### src/shared/lpmc_defines.vh
// constants of the bus transceiver mode and register control block
`ifndef LPMC_DEFINES_VH
`define LPMC_DEFINES_VH

// ------------------------------------------------------------
// register indices (byte address is four times the index)
// ------------------------------------------------------------
`define LPMC_IDX_PORT_DATA     3'h0
`define LPMC_IDX_CONTROL       3'h1
`define LPMC_IDX_FACTORY_RSVD  3'h2
`define LPMC_IDX_SLOPE_MODE    3'h3
`define LPMC_IDX_SPARE_RSVD    3'h4
`define LPMC_IDX_FAULT_STATUS  3'h5
`define LPMC_IDX_IRQ_ENABLE    3'h6
`define LPMC_IDX_IRQ_FLAGS     3'h7

// ------------------------------------------------------------
// field positions
// ------------------------------------------------------------
`define LPMC_TX_DRIVE_BIT      1
`define LPMC_RX_STATE_BIT      0
`define LPMC_ENABLE_BIT        3
`define LPMC_RECEIVE_ONLY_SELECT_BIT        2
`define LPMC_WAKEUP_BIT        1
`define LPMC_PULLUP_BIT        0
`define LPMC_TO_DISABLE_BIT    7
`define LPMC_TIMEOUT_BIT       7
`define LPMC_OVERCUR_BIT       6

// ------------------------------------------------------------
// reset values
// ------------------------------------------------------------
`define LPMC_RST_PORT_DATA     2'h0
`define LPMC_RST_CONTROL       4'h0
`define LPMC_RST_FACTORY       8'h00
`define LPMC_RST_SLOPE         3'h0
`define LPMC_RST_IRQ           2'h0

// ------------------------------------------------------------
// operating modes
// ------------------------------------------------------------
`define LPMC_MODE_SHUTDOWN     2'h0
`define LPMC_MODE_NORMAL       2'h1
`define LPMC_MODE_RECEIVE_ONLY_SELECT       2'h2
`define LPMC_MODE_STANDBY      2'h3

// ------------------------------------------------------------
// timing
// ------------------------------------------------------------
`define LPMC_CLK_MHZ           100
`define LPMC_WUF_TIME_US       150
`define LPMC_WUF_CYC           (`LPMC_WUF_TIME_US * `LPMC_CLK_MHZ)
`define LPMC_DT_TIME_US        16000
`define LPMC_DT_CYC            (`LPMC_DT_TIME_US * `LPMC_CLK_MHZ)
`define LPMC_WU_PULSE_TIME_US  1
`define LPMC_WU_PULSE_CYC      (`LPMC_WU_PULSE_TIME_US * `LPMC_CLK_MHZ)

`endif

### src/design/lpmc_wakeup_filter.v
// glitch-filtered wake-up detector with a stretched wake pulse
`timescale 1ns/1ps
module lpmc_wakeup_filter #(
   parameter FILTER_CYC = 15000,
   parameter PULSE_CYC  = 100,
   parameter CW         = 24
) (
   input  wire pclk,       // module clock
   input  wire presetn,    // async reset, active low
   input  wire armed,      // standby with wake-up enabled
   input  wire bus_level,  // sampled bus, 1 = recessive
   output reg  wake_r      // wake pulse, high for PULSE_CYC cycles
);

   reg [CW-1:0] dom_cnt_r;
   reg [CW-1:0] pulse_cnt_r;
   reg          prev_r;
   wire         long_dom = (dom_cnt_r > FILTER_CYC[CW-1:0]);

   // ------------------------------------------------------------
   // dominant length, then rising edge
   // ------------------------------------------------------------
   always @(posedge pclk or negedge presetn) begin
      if (!presetn) begin
         dom_cnt_r   <= {CW{1'b0}};
         pulse_cnt_r <= {CW{1'b0}};
         prev_r      <= 1'b1;
         wake_r      <= 1'b0;
      end else begin
         prev_r <= bus_level;
         if (!armed || bus_level)
            dom_cnt_r <= {CW{1'b0}};
         else if (!long_dom)
            dom_cnt_r <= dom_cnt_r + {{(CW-1){1'b0}}, 1'b1};
         // strictly longer than the filter time, then the edge; see RL5
         if (armed && bus_level && !prev_r && long_dom) begin
            wake_r      <= 1'b1;
            pulse_cnt_r <= PULSE_CYC[CW-1:0];
         end else if (pulse_cnt_r > {{(CW-1){1'b0}}, 1'b1}) begin
            pulse_cnt_r <= pulse_cnt_r - {{(CW-1){1'b0}}, 1'b1};
         end else begin
            pulse_cnt_r <= {CW{1'b0}};
            wake_r      <= 1'b0;
         end
      end
   end

endmodule

### src/design/lpmc_dom_timeout.v
// transmit-input dominant timeout monitor
`timescale 1ns/1ps
module lpmc_dom_timeout #(
   parameter LIMIT_CYC = 1600000,
   parameter CW        = 24
) (
   input  wire pclk,       // module clock
   input  wire presetn,    // async reset, active low
   input  wire active,     // monitor enabled (normal mode, not disabled)
   input  wire tx_level,   // transmit input, 0 = dominant
   output reg  timeout_r   // dominant held too long
);

   reg [CW-1:0] cnt_r;

   // ------------------------------------------------------------
   // counter restarts on any recessive level
   // ------------------------------------------------------------
   always @(posedge pclk or negedge presetn) begin
      if (!presetn) begin
         cnt_r     <= {CW{1'b0}};
         timeout_r <= 1'b0;
      end else if (!active || tx_level) begin
         cnt_r     <= {CW{1'b0}};
         timeout_r <= 1'b0;
      end else if (cnt_r >= LIMIT_CYC[CW-1:0]) begin
         timeout_r <= 1'b1; // see RL9
      end else begin
         cnt_r <= cnt_r + {{(CW-1){1'b0}}, 1'b1};
      end
   end

endmodule

### src/design/lpmc_top.v
// bus transceiver mode control, fault handling and register file
//
// What this block does
// RL1: shutdown disables everything incl. wake-up, bus recessive, registers stay accessible
// RL2: normal mode enables transmitter and receiver
// RL3: receive-only mode disables transmitter, receiver fully active
// RL4: standby disables transmitter, receiver low power, may forward wake-ups
// RL5: wake pulse only after dominant longer than filter time, then rising edge
// RL6: serial interface turns the wake pulse into a wake-up interrupt
// RL7: transmit input used only in normal mode, ignored otherwise
// RL8: standby receive output idle except one short pulse on valid wake-up
// RL9: dominant timeout or overcurrent shuts the transmitter down
// RL10: slope setting selects low, medium or fast bit-rate class
// RL11: eight byte-wide registers decoded at base plus byte offsets 0x00 to 0x1C, four bytes apart
// RL12: enable bit set leaves shutdown; clear means shutdown
// RL13: receive-only bit set selects receive-only mode
// RL14: wake-up enable bit enables wake-up detection in standby
// RL15: slope register writes act only in shutdown, else ignored
// RL16: faults set sticky flags; enabled flags raise the interrupt
// RL17: cleared enable forces shutdown; receive-only beats normal
//
// Decided for this implementation: the APB slave port.
`timescale 1ns/1ps
`include "lpmc_defines.vh"
module lpmc_top #(
   parameter WUF_CYC   = `LPMC_WUF_CYC,
   parameter DT_CYC    = `LPMC_DT_CYC,
   parameter PULSE_CYC = `LPMC_WU_PULSE_CYC
) (
   input  wire        pclk,             // module clock, 100 MHz
   input  wire        presetn,          // async reset, active low
   input  wire        psel,             // apb select
   input  wire        penable,          // apb enable
   input  wire        pwrite,           // apb direction
   input  wire [7:0]  paddr,            // apb byte address
   input  wire [31:0] pwdata,           // apb write data
   output reg  [31:0] prdata,           // apb read data
   output wire        pready,           // apb ready
   output wire        pslverr,          // apb error, unmapped address
   input  wire        special_mode,     // factory mode, unlocks reserved reg
   input  wire        standby_req,      // chip low-power request
   input  wire        transceiver_tx_input,  // from serial interface, 0 = dominant
   output reg         transceiver_rx_output, // to serial interface
   output wire        tx_drive_bit,     // software transmit level for routing
   input  wire        bus_in,           // sampled bus level, 1 = recessive
   output wire        bus_out,          // bus drive level, always dominant
   output wire        bus_oe,           // high while driving the bus dominant
   input  wire        overcurrent_in,   // current sensor trip
   output wire        strong_pullup_on, // low-ohmic pullup switched in
   output wire [1:0]  slope_sel,        // slope class to the driver
   output wire [1:0]  mode,             // present operating mode
   output wire        irq               // level interrupt
);

   localparam CW = 24;

   // ------------------------------------------------------------
   // registers
   // ------------------------------------------------------------
   reg       tx_drive_r;
   reg [3:0] control_r;
   reg [7:0] factory_r;
   reg       to_disable_r;
   reg [1:0] slope_r;
   reg [1:0] irq_en_r;
   reg [1:0] irq_flag_r;
   reg [1:0] irq_flag_nxt;
   reg       tx_shut_r;
   reg       oc_prev_r;
   reg       to_prev_r;
   reg [1:0] mode_nxt;

   wire       timeout;
   wire       wake;
   wire       enable_b = control_r[`LPMC_ENABLE_BIT];
   wire       receive_only_select_b = control_r[`LPMC_RECEIVE_ONLY_SELECT_BIT];
   wire       wakeup_b = control_r[`LPMC_WAKEUP_BIT];
   wire       pullup_b = control_r[`LPMC_PULLUP_BIT];

   // ------------------------------------------------------------
   // mode selection
   // ------------------------------------------------------------
   always @* begin
      if (!enable_b)
         mode_nxt = `LPMC_MODE_SHUTDOWN; // see RL12, see RL17
      else if (receive_only_select_b)
         mode_nxt = `LPMC_MODE_RECEIVE_ONLY_SELECT;   // see RL13, see RL17
      else if (standby_req)
         mode_nxt = `LPMC_MODE_STANDBY;
      else
         mode_nxt = `LPMC_MODE_NORMAL;
   end

   assign mode = mode_nxt;

   wire is_normal  = (mode_nxt == `LPMC_MODE_NORMAL);
   wire is_standby = (mode_nxt == `LPMC_MODE_STANDBY);
   wire is_shut    = (mode_nxt == `LPMC_MODE_SHUTDOWN);

   // ------------------------------------------------------------
   // apb decode
   // ------------------------------------------------------------
   wire [2:0] idx    = paddr[4:2];
   wire       mapped = (paddr[7:5] == 3'h0) && (paddr[1:0] == 2'h0); // see RL11
   wire       wr     = psel && penable && pwrite && mapped;

   assign pready  = 1'b1;
   assign pslverr = psel && penable && !mapped;

   // ------------------------------------------------------------
   // transmitter path
   // ------------------------------------------------------------
   // tx input only matters in normal mode, and only while not tripped
   assign bus_oe  = is_normal && !transceiver_tx_input && !tx_shut_r; // see RL2, see RL7
   assign bus_out = 1'b0;

   // dominant timeout watches the input, not the pin, so it runs even when tripped
   lpmc_dom_timeout #(
      .LIMIT_CYC (DT_CYC),
      .CW        (CW)
   ) u_dt (
      .pclk      (pclk),
      .presetn   (presetn),
      .active    (is_normal && !to_disable_r),
      .tx_level  (transceiver_tx_input),
      .timeout_r (timeout)
   );

   // driver stays off until the trip clears and either the input returns recessive or the mode leaves normal
   always @(posedge pclk or negedge presetn) begin
      if (!presetn) begin
         tx_shut_r <= 1'b0;
         oc_prev_r <= 1'b0;
         to_prev_r <= 1'b0;
      end else begin
         oc_prev_r <= overcurrent_in;
         to_prev_r <= timeout;
         if (timeout || overcurrent_in)
            tx_shut_r <= 1'b1; // see RL9
         else if (transceiver_tx_input || !is_normal)
            tx_shut_r <= 1'b0;
      end
   end

   // ------------------------------------------------------------
   // receiver and wake-up
   // ------------------------------------------------------------
   lpmc_wakeup_filter #(
      .FILTER_CYC (WUF_CYC),
      .PULSE_CYC  (PULSE_CYC),
      .CW         (CW)
   ) u_wuf (
      .pclk      (pclk),
      .presetn   (presetn),
      .armed     (is_standby && wakeup_b), // see RL14, see RL1
      .bus_level (bus_in),
      .wake_r    (wake)
   );

   always @(posedge pclk or negedge presetn) begin
      if (!presetn) begin
         transceiver_rx_output <= 1'b1;
      end else begin
         case (mode_nxt)
            `LPMC_MODE_NORMAL, `LPMC_MODE_RECEIVE_ONLY_SELECT:
               transceiver_rx_output <= bus_in; // see RL2, see RL3
            `LPMC_MODE_STANDBY:
               transceiver_rx_output <= !wake;  // see RL4, see RL8
            default:
               transceiver_rx_output <= 1'b1;   // see RL1
         endcase
      end
   end

   // strong pullup only with the pullup bit set, and never in shutdown or in standby without wake-up
   assign strong_pullup_on = pullup_b && !is_shut && !(is_standby && !wakeup_b);
   assign slope_sel        = slope_r; // see RL10
   assign tx_drive_bit     = tx_drive_r;

   // ------------------------------------------------------------
   // interrupt flags
   // ------------------------------------------------------------
   // a new fault in the clearing cycle keeps its flag
   always @* begin
      irq_flag_nxt = irq_flag_r;
      if (wr && idx == `LPMC_IDX_IRQ_FLAGS) begin
         irq_flag_nxt[1] = irq_flag_r[1] & ~pwdata[`LPMC_TIMEOUT_BIT];
         irq_flag_nxt[0] = irq_flag_r[0] & ~pwdata[`LPMC_OVERCUR_BIT];
      end
      if (timeout && !to_prev_r)
         irq_flag_nxt[1] = 1'b1; // see RL16
      if (overcurrent_in && !oc_prev_r)
         irq_flag_nxt[0] = 1'b1; // see RL16
   end

   assign irq = |(irq_flag_r & irq_en_r); // see RL16

   // ------------------------------------------------------------
   // register writes
   // ------------------------------------------------------------
   always @(posedge pclk or negedge presetn) begin
      if (!presetn) begin
         tx_drive_r   <= 1'b0;
         control_r    <= `LPMC_RST_CONTROL;
         factory_r    <= `LPMC_RST_FACTORY;
         to_disable_r <= 1'b0;
         slope_r      <= 2'h0;
         irq_en_r     <= `LPMC_RST_IRQ;
         irq_flag_r   <= `LPMC_RST_IRQ;
      end else begin
         irq_flag_r <= irq_flag_nxt;
         if (wr) begin
            if (idx == `LPMC_IDX_PORT_DATA) begin
               tx_drive_r <= pwdata[`LPMC_TX_DRIVE_BIT];
            end else if (idx == `LPMC_IDX_CONTROL) begin
               control_r <= pwdata[3:0]; // see RL1
            end else if (idx == `LPMC_IDX_FACTORY_RSVD) begin
               if (special_mode)
                  factory_r <= pwdata[7:0];
            end else if (idx == `LPMC_IDX_SLOPE_MODE) begin
               // reprogramming slopes mid-frame would distort edges
               if (is_shut) begin
                  to_disable_r <= pwdata[`LPMC_TO_DISABLE_BIT]; // see RL15
                  slope_r      <= pwdata[1:0];                  // see RL15
               end
            end else if (idx == `LPMC_IDX_IRQ_ENABLE) begin
               irq_en_r <= {pwdata[`LPMC_TIMEOUT_BIT], pwdata[`LPMC_OVERCUR_BIT]};
            end
         end
      end
   end

   // ------------------------------------------------------------
   // read data, latched in the setup phase
   // ------------------------------------------------------------
   always @(posedge pclk or negedge presetn) begin
      if (!presetn) begin
         prdata <= 32'h0000_0000;
      end else if (psel && !penable) begin
         prdata <= 32'h0000_0000;
         if (!mapped) begin
            prdata <= 32'h0000_0000;
         end else if (idx == `LPMC_IDX_PORT_DATA) begin
            prdata[1:0] <= {tx_drive_r, transceiver_rx_output};
         end else if (idx == `LPMC_IDX_CONTROL) begin
            prdata[3:0] <= control_r;
         end else if (idx == `LPMC_IDX_FACTORY_RSVD) begin
            prdata[7:0] <= factory_r;
         end else if (idx == `LPMC_IDX_SLOPE_MODE) begin
            prdata[7:0] <= {to_disable_r, 5'h00, slope_r};
         end else if (idx == `LPMC_IDX_FAULT_STATUS) begin
            prdata[7:0] <= {timeout, 7'h00};
         end else if (idx == `LPMC_IDX_IRQ_ENABLE) begin
            prdata[7:0] <= {irq_en_r, 6'h00};
         end else if (idx == `LPMC_IDX_IRQ_FLAGS) begin
            prdata[7:0] <= {irq_flag_r, 6'h00};
         end
      end
   end

endmodule

### config.mk
export PLATFORM = sky130hd
export DESIGN_NAME = lpmc_top
export DESIGN_NICKNAME = d
export VERILOG_FILES = /design/src/design/lpmc_wakeup_filter.v /design/src/design/lpmc_dom_timeout.v /design/src/design/lpmc_top.v
export VERILOG_INCLUDE_DIRS = /design/src /design/src/shared
export SDC_FILE = /design/constraint.sdc
export NUM_CORES = 1
export LEC_CHECK = 0
export BUFFER_PORTS_ARGS = -buffer_cell sky130_fd_sc_hd__buf_2
export CAP_MARGIN = 20
export CORE_UTILIZATION = 40
export DETAILED_ROUTE_END_ITERATION = 10
export GPL_ROUTABILITY_DRIVEN = 0
export GPL_TIMING_DRIVEN = 1
export PLACE_DENSITY = 0.68
export SYNTH_ARGS = -nofsm -noshare
export SYNTH_HDL_FRONTEND = slang
export SYNTH_SLANG_ARGS = --single-unit
### constraint.sdc
create_clock -name pclk -period 4.85 [get_ports pclk]
set_clock_uncertainty 0.1 [all_clocks]
set_input_delay 0.7275 -clock pclk [delete_from_list [all_inputs] [get_ports pclk]]
set_output_delay 0.7275 -clock pclk [all_outputs]
set_load 0.02 [all_outputs]
**After elaboration in Yosys (flattened, before gate mapping)**

Cells that the tools add are included.

- $add $sub $neg: 3
- Multipliers: 0
- Div/mod/pow operators: 0
- Order comparisons: 3
- Eq/ne operators: 12
- Shifts and indexed selects: 0
- Mux-type cells: 29
- Bitwise operators: 9
- Reductions and logical operators: 53

Operators by type and width:

| cell | number |
|---|---|
| $mux 24 | 6 |
| $add 24x1->24 const B | 2 |
| $mux 8 | 6 |
| $ge 24x21->1 const B | 1 |
| $gt 24x1->1 const B | 1 |
| $gt 24x14->1 const B | 1 |
| $sub 24x1->24 const B | 1 |
| $logic_and 1x1->1 | 19 |
| $logic_not 1->1 | 15 |
| $reduce_and 6->1 | 2 |
| $mux 2 | 5 |
| $eq 3x3->1 const B | 3 |
| $mux 1 | 8 |
| $mux 4 | 2 |
| $reduce_bool 2->1 | 4 |
| $eq 3x2->1 const B | 2 |
| $logic_not 3->1 | 2 |
| $mux 6 | 1 |
| $not 1->1 | 6 |
| $reduce_and 5->1 | 1 |
| $eq 2x2->1 const B | 2 |
| $logic_not 2->1 | 2 |
| $logic_or 1x1->1 | 4 |
| $ne 2x1->1 const B | 2 |
| other kinds (9) | 11 |

- Flip-flop bits (word level): 107
- Bits in latches: 0
- Bits in writable memories: 0
- ROM bits: 0
- Output and inout bits: 44
- Logic and storage cells: 128
- Memories: 0

**Logic depth before layout (Yosys ltp)**

- Depth in word-level cells: 9
- Mapped depth: 9
- Gate-level depth less buffers: 8

**Cells and area by module**

A second synthesis with hierarchy kept.

- Cell total of the unflattened synthesis: 565
- Area, all modules: 5655.4 µm²

Modules (own cells, without submodules):

| module | times used | cells an instance | area an instance (µm²) |
|---|---|---|---|
| lpmc_wakeup_filter | 1 | 249 | 2454.9 |
| lpmc_top | 1 | 171 | 1861.8 |
| lpmc_dom_timeout | 1 | 145 | 1338.8 |

**Worst setup path after synthesis**

Ideal clock, no wire load.

- Path type: input-to-output
- Start: in standby_req
- End: out strong_pullup_on
- Arrival time: 2.092 ns
- Setup slack: 1.930 ns
- Stages on the path: 5
- Buffers on the path: 0
- Cells stage by stage: o21ai_0 inv_1 ha_1 nor2b_1 nor3b_1

- Longest elaborated chain between the ends: 7
- Elaborated cells on any way between the ends: 10
- Those cells by class: eq/ne: 1; mux: 3; reduce/logical: 6

RTL lines:

| item | RTL line | text |
|---|---|---|
| from (decl) | lpmc_top.v:41 | `input wire standby_req,` |
| $mux 2 * | lpmc_top.v:88 | `else if (standby_req)` |
| $mux 2 * | lpmc_top.v:86 | `else if (receive_only_select_b)` |
| $mux 2 * | lpmc_top.v:84 | `if (!enable_b)` |
| via mode[1] | lpmc_top.v:51 | `output wire [1:0] mode,` |
| $eq 2x2->1 or $logic_not 2->1 (tied branches) | -- |  |
| $logic_and 1x1->1 or $logic_not 1->1 (tied branches) | lpmc_top.v:176 | `assign strong_pullup_on = pullup_b && !is_shut && !(is_standby && !wakeup_b);` |
| $logic_not 1->1 or $logic_and 1x1->1 (tied branches) | lpmc_top.v:176 |  |
| $logic_and 1x1->1 * | lpmc_top.v:176 |  |
| to (decl) | lpmc_top.v:49 | `output wire strong_pullup_on,` |

The timed path passes the listed nets; every way through them passes the cells marked *.

**Worst setup path after layout**

- Start: in standby_req
- End: out strong_pullup_on

- Longest elaborated chain between the ends: 7
- Elaborated cells on any way between the ends: 10
- Those cells by class: eq/ne: 1; mux: 3; reduce/logical: 6

RTL lines:

| item | RTL line |
|---|---|
| $mux 2 * | lpmc_top.v:88 |
| $mux 2 * | lpmc_top.v:86 |
| $mux 2 * | lpmc_top.v:84 |
| $eq 2x2->1 or $logic_not 2->1 (tied branches) | -- |
| $logic_and 1x1->1 or $logic_not 1->1 (tied branches) | lpmc_top.v:176 |
| $logic_not 1->1 or $logic_and 1x1->1 (tied branches) | lpmc_top.v:176 |
| $logic_and 1x1->1 * | lpmc_top.v:176 |

Mark *: on every way between the ends. The rest lies on a longest branch, timed or not.

==> out/qor.yml <==
status:
  status: "finished, final reports clean"
clock_tree:
  clockBufferDepth: 2
  cts_sinks: 107
  clock_latency_ps: 350
  h-tree-depth: 3
  cts_tree: "built"
  cts-buffers-inserted: 9
  cts-root-buf: "clkbuf_16"
  path_clk_slew_ps: 70
  cts-resized-gates: 0
  cts_setup_buffers: 0
  hold_buffers: 0
pwr:
  power.leakage_nw: 2.64
  irDropWorstVdd_v: 0.000147
  power_density_mw_per_mm2: 281
setup_path:
  critPathCaptureType: "primary output"
  required_ps: 4020
  crit_fanout: 4
  rrSetupSlack_ps: 2270
  crit_type: "input pin to primary output"
  worstRegToRegCells: 6
  r2r-start: "u_wuf.pulse_cnt_r[4]"
  r2r_end: "u_wuf.pulse_cnt_r[9]"
  crit_arrival_ps: 2140
  start_kind: "input pin"
timing:
  tightestPinTransition_ps: 901
  hold_viol_final: 0
  slew_viol_final: 0
  rsz0062_at_grt: "no"
  relSlewSlack_pct: 39.9
  tns_ps: 0
  fin_crit_sh_pct: 61.1
  fin_crit_ps: 2960
  max_clock_freq_mhz: 337
  setup_viol: 0
synthesis:
  ys_types: 62
  synth_cells: 568
  synth_top_area_share_pct: 47.5
  synth_xor_area_share_pct: 3.48
  synthSimpleGateAreaFrac_pct: 22.7
  synthAdderAreaFrac_pct: 2.03
  synth_compound_area_share_pct: 11.3
  syn-cell-area_mm2: 0.00554
  async_flop_share_pct: 100
  synth-edff-count: 0
  synth-seq-cells: 107
  synth_area_leader_cell: "dfrtp_1"
  ys_top_cells_by_area: "dfrtp_1 (47%), buf_4 (3.8%), mux2_2 (3.7%)"
  avgSynthCellArea_um2: 9.75
  synth-seq-area-share_pct: 48.4
  yosysWarnings: 0
  synth_top_family_by_area: "simple AND/OR/NAND/NOR gates"
  muxShareOfSynthArea_pct: 4.93
  synth_flop_cell: "dfrtp_1"
flow_run:
  max_cap_violations: 0
global_routing:
  grt_pass1_wl_um: 19100
  grtUsageTotal_pct: 16.6
  grt_antenna_before_repair: 0
  grt.overflow.total: 0
  grt_max_degree: 68
  first_global_vias: 4013
drt:
  wire_per_inst_um: 14.3
  final_antenna_net_count: 0
  routed-via-count: 4190
  routed_wl_um: 11100
  drt-initial-drc-count: 251
  dr.pass1.iters: 4
  routed_via_density: 5.36
  drc: 0
die:
  dieArea_mm2: 0.0143
  fp-row-count: 42
  initial_core_util_pct: 41.5
  coreArea_mm2: 0.0133
  io_pins: 94
  die_h_um: 120
  die_x_um: 120
finish:
  syn2layout_area_growth_pct: 9.83
  fillers: 1277
  multi_input_area_mm2: 0.00256
  seq_area_mm2: 0.00268
  antenna_cells: 0
  fin_area_mm2: 0.00608
  drive_above_1_share_pct: 15.7
  layout.nets: 660
placement:
  detailed_place_hpwl_um: 7870
  io_buffers: 43
  place_area_mm2: 0.00577
hold_path:
  min_from: "u_dt.timeout_r"
  min_path_cells: 0
  holdPathEnd: "to_prev_r"
  hold_path.class: "flop to flop"
==> final cells by class <==
cell class                      count  share of cell area [%]
Multi-Input combinational cell    415                    42.1
Inverter                           22                    1.36
Clock buffer                       12                    4.05
Sequential cell                   107                    44.1
Tap cell                          176                    3.62
Timing Repair Buffer               46                    3.95
Clock inverter                      4                   0.864
==> worst max path at each step <==
stage	startpoint	end	slack, ps	cells past startpoint
floorplan	standby_req	strong_pullup_on	1930	5
global placement	standby_req	u_dt.cnt_r[10]	1890	7
detailed placement	standby_req	u_dt.cnt_r[10]	1790	7
CTS	standby_req	strong_pullup_on	1830	7
global route	control_r[2]	strong_pullup_on	1750	6
finish	standby_req	strong_pullup_on	1890	7
==> synthesized netlist by cell type (3+ instances only) <==
library cell / number
a21oi_1: 22
a22o_1: 3
a31o_2: 5
a31oi_1: 4
and2_1: 15
and3_1: 9
buf_4: 28
clkbuf_1: 15
dfrtp_1: 105
ha_1: 9
inv_1: 22
mux2_2: 18
mux2i_1: 7
nand2_1: 47
nand2b_1: 8
nand3_1: 23
nand4_1: 15
nor2_1: 54
nor2b_1: 6
nor3_1: 14
nor4_1: 11
o211ai_1: 5
o21ai_0: 24
o31ai_1: 6
or3_1: 15
or4_1: 10
xnor2_1: 20
==> logic make-up after synthesis <==
group	after synthesis
flip-flops	107
XOR/XNOR	22
multiplexers	25
AND/OR/NAND/NOR	240
buffers and inverters	70
AO/OA/AOI/OAI	93
other	2
adder cells (fa/ha/maj)	9
==> per-stage QoR <==
stage          hold slack, ps  utilization, %  instances  power, mW  setup WS [ps]
2_1_floorplan             311               -        592      0.968           1930
3_3_place_gp              357            43.3        765      0.988           1890
3_5_place_dp              365            43.3        765      0.990           1790
4_1_cts                   381            45.5        781       1.73           1830
5_1_grt                   392            45.6        782       1.78           1750
6_report                  374            45.6        782       1.71           1890
==> critical path: stages <==
cell and delay, ps:
buf_2 100, o21ai_0 300, inv_1 110, ha_1 260, nor2b_1 150, nor3b_1 270, buf_2 230
==> placed cells by master, fill, tap and decap left out, types with 7 or more instances in the layout <==
cell type    n
xnor2_1     20
or3_1       15
and2_1      15
nand3_1     23
clkbuf_16    9
nor3_1      14
and3_1       9
conb_1      26
nand2b_1     8
mux2_2      18
ha_1         9
a21oi_1     22
or4_1       10
nand4_1     15
o21ai_0     24
dfrtp_1    105
mux2i_1      7
nor2_1      54
inv_1       22
buf_2       42
nor4_1      11
nand2_1     47
==> routing by layer <==
metal | part of all wire [%] | wire, um | track usage (%)
met5 | 0 | 0 | 0
met3 | 3.3 | 367 | 3.56
met2 | 48 | 5390 | 28.0
met1 | 47 | 5270 | 21.3
met4 | 0.99 | 110 | 4.69
==> power breakdown <==
part | internal, mW | switching (mW)
sequential | 0.896 | 0.00232
clock | 0.416 | 0.320
combinational | 0.0165 | 0.0570
total | 1.33 | 0.379
==> sequential cells by signal, summed over array words and instances, names as in the netlist <==
name,flops
u_wuf.prev_r,1
to_prev_r,1
u_wuf.wake_r,1
prdata,8
to_disable_r,1
u_dt.timeout_r,1
irq_en_r,2
factory_r,8
irq_flag_r,2
oc_prev_r,1
transceiver_rx_output,1
slope_sel,2
u_wuf.pulse_cnt_r,24
u_dt.cnt_r,24
control_r,4
u_wuf.dom_cnt_r,24
tx_drive_bit,1
tx_shut_r,1
(Power assumes the default switching activity.)
